$ cat src/pdl_consts.svh
// Constants for the pipeline delay line: sizes, offsets, fields, reset values
`ifndef PDL_CONSTS_SVH
`define PDL_CONSTS_SVH
// ==========================================
// Datapath format
`define PDL_INT_BITS 16
`define PDL_FRAC_BITS 0
`define PDL_STAGES 4
`define PDL_PH_MAX 8
`define PDL_PH_CW 3
// ==========================================
// Register byte offsets
`define PDL_OFS_CTRL 4'h0
`define PDL_OFS_MASK 4'h4
`define PDL_OFS_RSTV 4'h8
`define PDL_OFS_STAT 4'hc
// ==========================================
// Fields and reset values
`define PDL_CTRL_NZ 0
`define PDL_CTRL_LEN_LO 4
`define PDL_STAT_ACT 8
`define PDL_CTRL_RST 32'h0000_0000
`define PDL_CTRL_NZ_RST 1'b0
`define PDL_MASK_RST 8'h01
`define PDL_RSTV_RST 16'h0000
`define PDL_RESP_OK 2'h0
`define PDL_RESP_ERR 2'h2
`endif

$ cat src/pdl_pkg.sv
// Types for the pipeline delay line
`include "pdl_consts.svh"
package pdl_pkg;
  localparam int W = `PDL_INT_BITS + `PDL_FRAC_BITS;
  typedef logic [W-1:0] pdl_word_t;
  typedef logic [`PDL_STAGES-1:0][W-1:0] pdl_pipe_t;
  typedef struct packed {
    pdl_pipe_t pipe;
    logic [`PDL_PH_CW-1:0] phase;
    logic nz_en;
    logic [`PDL_PH_CW-1:0] len_m1;
    logic [`PDL_PH_MAX-1:0] mask;
    pdl_word_t rstv;
    logic aw_ok;
    logic w_ok;
    logic [3:0] awaddr;
    logic [31:0] wdata;
    logic [3:0] wstrb;
    logic awready;
    logic wready;
    logic bvalid;
    logic [1:0] bresp;
    logic arready;
    logic rvalid;
    logic [31:0] rdata;
    logic [1:0] rresp;
    logic sign;
  } pdl_state_t;
endpackage

$ cat src/pdl_delay.sv
// Pipeline delay line with phase mask, clock enable, sync clear and AXI4-Lite control
//
// The implementer's own choices: the register addresses and the AXI4-Lite slave port.
`timescale 1ns/1ps
`include "pdl_consts.svh"
module pdl_delay #(
  parameter bit USE_ENA = 1'b1,
  parameter bit USE_SCLR = 1'b1
) (
  input wire logic aclk,
  input wire logic aresetn,
  input wire pdl_pkg::pdl_word_t din,
  input wire logic adv_en,
  input wire logic sync_clr,
  output logic [pdl_pkg::W-1:0] dout,
  output logic dout_sign,
  input wire logic [3:0] s_axi_awaddr,
  input wire logic s_axi_awvalid,
  output logic s_axi_awready,
  input wire logic [31:0] s_axi_wdata,
  input wire logic [3:0] s_axi_wstrb,
  input wire logic s_axi_wvalid,
  output logic s_axi_wready,
  output logic [1:0] s_axi_bresp,
  output logic s_axi_bvalid,
  input wire logic s_axi_bready,
  input wire logic [3:0] s_axi_araddr,
  input wire logic s_axi_arvalid,
  output logic s_axi_arready,
  output logic [31:0] s_axi_rdata,
  output logic [1:0] s_axi_rresp,
  output logic s_axi_rvalid,
  input wire logic s_axi_rready
);
  import pdl_pkg::*;

  // ==========================================
  // Static format checks
  localparam int STAGES = `PDL_STAGES;
  localparam int MSB = W - 1;
  if (STAGES < 1) begin : g_bad_stages
    $error("Stage count must be at least one");
  end
  // Word is integer plus fraction bits; zero fraction for integer formats
  localparam int FMT_W = `PDL_INT_BITS + `PDL_FRAC_BITS;
  if (FMT_W != W) begin : g_bad_width
    $error("Word width mismatch");
  end

  pdl_state_t st_r;
  pdl_state_t st_nxt;

  logic gate;
  logic clr;
  logic active;
  logic adv;
  pdl_word_t rst_const;
  logic [31:0] wr_merged;
  logic [31:0] cur_word;
  logic [31:0] rd_word;
  logic rd_hit;
  logic wr_hit;
  pdl_pipe_t shifted;

  // ==========================================
  // Datapath controls
  assign gate = USE_ENA ? adv_en : 1'b1;
  assign clr = USE_SCLR ? sync_clr : 1'b0;
  assign active = st_r.mask[st_r.phase];
  assign adv = gate & active;
  // Zero unless the non-zero option is on; costs a mux per stage bit
  assign rst_const = st_r.nz_en ? st_r.rstv : '0;

  // One shift per advance; stage 0 takes the input word
  assign shifted[0] = din;
  for (genvar i = 1; i < STAGES; i++) begin : g_shift
    assign shifted[i] = st_r.pipe[i-1];
  end

  // ==========================================
  // Register read mux
  always_comb begin
    rd_hit = 1'b1;
    case (s_axi_araddr)
      `PDL_OFS_CTRL: begin
        rd_word = '0;
        rd_word[`PDL_CTRL_NZ] = st_r.nz_en;
        rd_word[`PDL_CTRL_LEN_LO +: `PDL_PH_CW] = st_r.len_m1;
      end
      `PDL_OFS_MASK: rd_word = {24'h00_0000, st_r.mask};
      `PDL_OFS_RSTV: rd_word = {{(32-W){1'b0}}, st_r.rstv};
      `PDL_OFS_STAT: begin
        rd_word = '0;
        rd_word[`PDL_CTRL_LEN_LO-1:0] = {1'b0, st_r.phase};
        rd_word[`PDL_STAT_ACT] = active;
      end
      default: begin
        rd_word = '0;
        rd_hit = 1'b0;
      end
    endcase
  end

  // Current value of the addressed writable register, for byte merging
  always_comb begin
    wr_hit = 1'b1;
    case (st_r.awaddr)
      `PDL_OFS_CTRL: begin
        cur_word = '0;
        cur_word[`PDL_CTRL_NZ] = st_r.nz_en;
        cur_word[`PDL_CTRL_LEN_LO +: `PDL_PH_CW] = st_r.len_m1;
      end
      `PDL_OFS_MASK: cur_word = {24'h00_0000, st_r.mask};
      `PDL_OFS_RSTV: cur_word = {{(32-W){1'b0}}, st_r.rstv};
      default: begin
        cur_word = '0;
        wr_hit = 1'b0;
      end
    endcase
  end

  for (genvar b = 0; b < 4; b++) begin : g_strb
    assign wr_merged[8*b +: 8] = st_r.wstrb[b] ? st_r.wdata[8*b +: 8] : cur_word[8*b +: 8];
  end

  // ==========================================
  // Next state
  always_comb begin
    st_nxt = st_r;
    // Pipeline: clear wins over the gate so a stalled line still flushes
    if (clr) begin
      st_nxt.pipe = {STAGES{rst_const}};
    end else if (adv) begin
      st_nxt.pipe = shifted;
    end
    // Phase walks only on gated cycles; a stall freezes the pattern too
    if (gate) begin
      if (st_r.phase >= st_r.len_m1) begin
        st_nxt.phase = '0;
      end else begin
        st_nxt.phase = st_r.phase + 1'b1;
      end
    end
    st_nxt.sign = st_nxt.pipe[STAGES-1][MSB];
    // Write address and data taken in either order
    if (s_axi_awvalid && st_r.awready) begin
      st_nxt.aw_ok = 1'b1;
      st_nxt.awaddr = s_axi_awaddr;
    end
    if (s_axi_wvalid && st_r.wready) begin
      st_nxt.w_ok = 1'b1;
      st_nxt.wdata = s_axi_wdata;
      st_nxt.wstrb = s_axi_wstrb;
    end
    if (st_r.aw_ok && st_r.w_ok && !st_r.bvalid) begin
      st_nxt.aw_ok = 1'b0;
      st_nxt.w_ok = 1'b0;
      st_nxt.bvalid = 1'b1;
      st_nxt.bresp = wr_hit ? `PDL_RESP_OK : `PDL_RESP_ERR;
      case (st_r.awaddr)
        `PDL_OFS_CTRL: begin
          st_nxt.nz_en = wr_merged[`PDL_CTRL_NZ];
          st_nxt.len_m1 = wr_merged[`PDL_CTRL_LEN_LO +: `PDL_PH_CW];
          st_nxt.phase = '0;
        end
        `PDL_OFS_MASK: st_nxt.mask = wr_merged[`PDL_PH_MAX-1:0];
        `PDL_OFS_RSTV: st_nxt.rstv = wr_merged[W-1:0];
        default: st_nxt.bresp = `PDL_RESP_ERR;
      endcase
    end
    if (st_r.bvalid && s_axi_bready) begin
      st_nxt.bvalid = 1'b0;
    end
    st_nxt.awready = !st_nxt.aw_ok && !st_nxt.bvalid;
    st_nxt.wready = !st_nxt.w_ok && !st_nxt.bvalid;
    // Read: one outstanding, answer the cycle after the address is taken
    if (s_axi_arvalid && st_r.arready) begin
      st_nxt.rvalid = 1'b1;
      st_nxt.rdata = rd_word;
      st_nxt.rresp = rd_hit ? `PDL_RESP_OK : `PDL_RESP_ERR;
    end else if (st_r.rvalid && s_axi_rready) begin
      st_nxt.rvalid = 1'b0;
    end
    st_nxt.arready = !st_nxt.rvalid;
  end

  always_ff @(posedge aclk) begin
    if (!aresetn) begin
      st_r <= '0;
      st_r.mask <= `PDL_MASK_RST;
      st_r.nz_en <= `PDL_CTRL_NZ_RST;
      st_r.rstv <= `PDL_RSTV_RST;
      st_r.pipe <= {STAGES{`PDL_RSTV_RST}};
      st_r.awready <= 1'b1;
      st_r.wready <= 1'b1;
      st_r.arready <= 1'b1;
    end else begin
      st_r <= st_nxt;
    end
  end

  // ==========================================
  // Outputs
  assign dout = st_r.pipe[STAGES-1];
  assign dout_sign = st_r.sign;
  assign s_axi_awready = st_r.awready;
  assign s_axi_wready = st_r.wready;
  assign s_axi_bvalid = st_r.bvalid;
  assign s_axi_bresp = st_r.bresp;
  assign s_axi_arready = st_r.arready;
  assign s_axi_rvalid = st_r.rvalid;
  assign s_axi_rdata = st_r.rdata;
  assign s_axi_rresp = st_r.rresp;
endmodule

$ cat config.mk
export PLATFORM = sky130hd
export DESIGN_NAME = pdl_delay
export DESIGN_NICKNAME = d
export VERILOG_FILES = /design/src/pdl_pkg.sv /design/src/pdl_delay.sv
export VERILOG_INCLUDE_DIRS = /design/src
export SDC_FILE = /design/constraint.sdc
export NUM_CORES = 1
export LEC_CHECK = 0
export BUFFER_PORTS_ARGS = -buffer_cell sky130_fd_sc_hd__buf_2
export CORE_ASPECT_RATIO = 1.5
export CORE_UTILIZATION = 54
export DETAILED_ROUTE_END_ITERATION = 7
export PLACE_DENSITY_LB_ADDON = 0.1
export SYNTH_ARGS = -nofsm -noshare
export SYNTH_HDL_FRONTEND = slang
export SYNTH_SLANG_ARGS = --single-unit
$ cat constraint.sdc
create_clock -name aclk -period 4.6 [get_ports aclk]
set_input_delay 0.46 -clock aclk [delete_from_list [all_inputs] [get_ports aclk]]
set_output_delay 0.46 -clock aclk [all_outputs]
set_load 0.1 [all_outputs]
Word level (Yosys, flattened, before mapping)
Cells that the tools add are included.
{"block": "totals", "input_bits": 69, "register_bits": 160}
{"block": "op_classes", "n_eq_ne": 6, "add_sub_neg": 1, "n_reduce_logical": 23, "n_mux": 26, "order_cmp": 2, "bitwise_logic": 1}
{"op": "$mux W64", "count": 2}
{"op": "$pmux W16 S4", "count": 1}
{"op": "$mux W33", "count": 1}
{"op": "$mux W16", "count": 2}
{"op": "$pmux W16 S2", "count": 1}
{"op": "$mux W8", "count": 3}
{"op": "$eq A4 B4 Y1 const B", "count": 3}
{"op": "$logic_and A1 B1 Y1", "count": 9}
{"op": "$mux W3", "count": 3}
{"op": "$eq A4 B3 Y1 const B", "count": 2}
{"op": "$logic_not A4 Y1", "count": 2}
{"op": "$mux W1", "count": 8}
{"op": "$mux W7", "count": 1}
{"op": "$mux W2", "count": 3}
{"op": "$reduce_and A2 Y1", "count": 3}
{"op": "$logic_not A1 Y1", "count": 5}
{"op": "$lt A3 B4 Y1 const B", "count": 1}
{"op": "$reduce_or A4 Y1", "count": 1}
{"op": "$add A3 B1 Y3 const B", "count": 1}
{"op": "$bmux W1 S3", "count": 1}
{"op": "$ge A3 B3 Y1", "count": 1}
{"op": "$reduce_and A3 Y1", "count": 1}
{"op": "$reduce_or A3 Y1", "count": 1}
{"op": "$ne A2 B2 Y1 const B", "count": 1}
{"op": "other kinds (2)", "count": 2}

Longest topological paths before layout
{"block": "logic_depth", "ltp_word": 9, "ltp_mapped": 6, "ltp_nobuf": 6}

Worst setup path after synthesis
Ideal clock, no wire load.
{"block": "synth_timing", "path_type": "register -> register", "from": "register st_r (netlist bit s_axi_bvalid)", "to": "register st_r[99] (netlist name)", "slack_ns": 2.552, "period_less_slack_ns": 2.048, "n_path_buf": 1, "arrival_time_ns": 1.921, "stages_incl_launch_ff": 6, "required_ns": 4.472, "cell_sequence": "dfxtp_1 and3b_1 clkbuf_1 nand3_1 mux2i_1 nor2_1"}
{"block": "synth_via", "elab_chain_len": 3}
{"element": "start: declaration", "line_no": "pdl_delay.sv:50", "source": "pdl_state_t st_r;"}
{"element": "start signal: assignment", "line_no": "pdl_delay.sv:198", "source": "st_r <= st_nxt;"}
{"element": "$logic_not A1 Y1", "line_no": "pdl_delay.sv:155", "source": "if (st_r.aw_ok && st_r.w_ok && !st_r.bvalid) begin"}
{"element": "$logic_and A1 B1 Y1", "line_no": "pdl_delay.sv:155"}
{"element": "$reduce_and A3 Y1 (no source line)"}
Every way passes these cells.
A chain may end at the register's enable or synchronous reset.

Worst setup path after layout
{"block": "layout_timing", "from": "register st_r[112] (netlist name)", "to": "register st_r (netlist bit shifted[30])"}
{"block": "layout_via", "elab_chain_len": 4}
{"element": "$bmux W1 S3", "line_no": "pdl_delay.sv:69", "source": "assign active = st_r.mask[st_r.phase];"}
{"element": "$mux W1 (not written as such)", "line_no": "pdl_delay.sv:69"}
{"element": "$and A1 B1 Y1", "line_no": "pdl_delay.sv:70", "source": "assign adv = gate & active;"}
{"element": "$reduce_bool A2 Y1 (no source line)"}
Every way passes these cells. The select of a mux whose other input is x is not followed.

==> flow_metrics.env <==
export IMPL_fin_cells=926
export IMPL_cts_tree="built"
export IMPL_yosysSeqAreaShare=0.419
export IMPL_hold_viol=0
export IMPL_fin_worst_skew_ns=0.00861
export IMPL_dieArea_um2=13000
export IMPL_postRouteAntennaNets=0
export IMPL_timing_slew_headroom=0.245
export IMPL_routabilityCongestion=0.866
export IMPL_wl_um=15000
export IMPL_die_h_um=139
export IMPL_dominantRegCellSynth="dfxtp_1"
export IMPL_avgSynthCellArea_um2=9.15
export IMPL_cts_sinks=142
export IMPL_viasPerCell=5.83
export IMPL_start_kind="register"
export IMPL_synth_edf_count=0
export IMPL_synth_common_cells="142 x dfxtp_1, 96 x nor2_1, 95 x a21oi_1"
export IMPL_numCtsBuffers=17
export IMPL_cts_hold_buf=0
export IMPL_yosysMostFrequentCell="dfxtp_1"
export IMPL_hp_start="s_axi_wdata[5]"
export IMPL_ir_drop_mv=0.293
export IMPL_drc=0
export IMPL_grt_pass1_vias=5254
export IMPL_die_w_um=93.5
export IMPL_grt_pass1_wl_um=25000
export IMPL_firstDrtPassIters=5
export IMPL_dp_hpwl_um=10300
export IMPL_cts_resized=0
export IMPL_final_nets=834
export IMPL_critPathMaxFanout=64
export IMPL_ioPinCount=127
export IMPL_grt_use_total=0.239
export IMPL_grt_max_degree=81
export IMPL_worstSkewPairLatency_ns=0.42
export IMPL_ctsLongestPathBuffers=2
export IMPL_rrSetupSlack_ns=1.97
export IMPL_period_minus_slack_ns=2.63
export IMPL_yosys_top_cells_area="dfxtp_1 42%, a221oi_2 13%, a21oi_1 7.0%"
export IMPL_tns_ns=0
export IMPL_netlist_area_leader_share=0.419
export IMPL_max_freq_mhz=380
export IMPL_power_mw=3.20
export IMPL_netlist_area_um2=6790
export IMPL_hold_path_depth=3
export IMPL_hp_class="input pin to register"
export IMPL_power_leakage_nw=2.96
export IMPL_htree_num_levels=4
export IMPL_slew_viol_final=0
export IMPL_fin_util=0.615
export IMPL_worst_ep_arrival_time_ns=2.88
export IMPL_num_rows=49
export IMPL_drv_cap=0
export IMPL_core_area_um2=12100
export IMPL_r2r_end="shifted[30]"
export IMPL_worstSetupEndpointType="register"
export IMPL_clk_pin_slew_ns=0.06
export IMPL_cp_data_required_time_ns=4.85
export IMPL_worst_pin_slew_ns=1.13
export IMPL_ys_ff_latch=142
export IMPL_cts_root_buffer="clkbuf_16"
export IMPL_antenna_found_initial=0
export IMPL_synthArstFlopShare=0
export IMPL_overflow=0
export IMPL_whs_endpoint="st_r[51]"
export IMPL_ys_warnings_count=0
export IMPL_drt_iter0_markers=231
export IMPL_rsz0062_at_grt="false"
export IMPL_wl_per_cell_um=16.2
export IMPL_crit_path_start="st_r[112]"
export IMPL_dp_cells=895
export IMPL_yosys_area_top_type="dfxtp_1"
export IMPL_crit_type="register to register"
export IMPL_power_density_nw_per_um2=429
export IMPL_finalSetupViolations=0
export IMPL_dr_total_vias=5401
export IMPL_layout_drive_gt1_share=0.257
export IMPL_start_util=0.559
export IMPL_postCtsSetupBuffers=0
export IMPL_io_buffers=90
export IMPL_syn2layout_area_growth_pct=10.0
export IMPL_synthCells=742
export IMPL_r2r_cells=4
export IMPL_n_antenna_cell=0
export IMPL_synthDistinctLibCells=46
export IMPL_status="finished clean"
export IMPL_fin_crit_sh=0.572
export IMPL_r2r_start="st_r[112]"
-- worst max-delay path: stages, from the launching register on --
cell and delay [ns]:
dfxtp_1 0.49, mux4_1 0.59, mux2_2 0.34, nand2_4 0.78, a221oi_1 0.17
-- through the flow --
step | hold slack, ns | setup WS [ns] | area [um2]
global route | 0.274 | 1.84 | 7470
finish | 0.278 | 1.97 | 7470
detailed placement | 0.449 | 1.98 | 6870
global placement | 0.444 | 2.03 | 6870
CTS | 0.267 | 1.97 | 7470
floorplan | 0.431 | 2.55 | 6850
-- where the power goes --
group	leakage [nW]	switching, mW	internal (mW)
registers	1.16	0.0435	1.29
clock network	0.288	0.507	0.874
logic	1.51	0.365	0.120
-- registers in the layout, summed over array words and instances (netlist names) --
name / count
s_axi_rvalid: 1
s_axi_arready: 1
s_axi_bvalid: 1
s_axi_awready: 1
s_axi_rdata: 16
st_r: 55
s_axi_wready: 1
dout: 16
shifted: 48
s_axi_rresp: 1
s_axi_bresp: 1
-- cell type report --
| class | count | area, um2 |
|---|---|---|
| Multi-Input combinational cell | 496 | 3310 |
| Inverter | 8 | 32.5 |
| Timing Repair Buffer | 96 | 495 |
| Clock buffer | 20 | 457 |
| Fill cell | 1083 | 4670 |
| Clock inverter | 11 | 141 |
| Sequential cell | 142 | 2840 |
| Tap cell | 153 | 191 |
-- layout by cell type (no fill, tap or decap), drive strengths merged, types with 5 or more instances in the layout --
master	Yosys	routed
a22oi	15	15
nand2	71	71
nor2	96	96
inv	8	8
nor4b	6	6
nand3	8	8
clkinv	0	5
a21oi	95	95
a21o	5	5
a221oi	64	64
dfxtp	142	142
conb	1	18
and3	16	16
o22ai	8	8
and2	6	6
buf	69	96
o21ai	21	21
clkbuf	44	20
mux2i	13	13
-- cells by family after synthesis --
family | synth area share
other | 0.000552
AOI/OAI and AO/OA | 0.283
and+or+nand+nor | 0.147
xor gates and xnor gates | 0.00258
DFF | 0.419
buffers and inverters | 0.105
adders and majority gates | 0.00737
muxes | 0.0352
-- how the worst max path moves through the flow --
| stage | to | slack, ns | cells past startpoint |
|---|---|---|---|
| after floorplan | st_r[99] | 2.55 | 5 |
| after global placement | shifted[30] | 2.03 | 4 |
| after detailed placement | dout[0] | 1.98 | 4 |
| after CTS | shifted[30] | 1.97 | 4 |
| after global routing | shifted[30] | 1.84 | 4 |
| final | shifted[30] | 1.97 | 4 |
-- layer usage --
metal	wire length, um	global-route usage	vias to the layer above
met5	0	0	-
met1	6370	0.284	2586
met3	575	0.0503	24
met2	7760	0.419	130
li1	-	-	2661
met4	314	0.0883	0
Note: power is estimated with default switching activity, not from simulation.
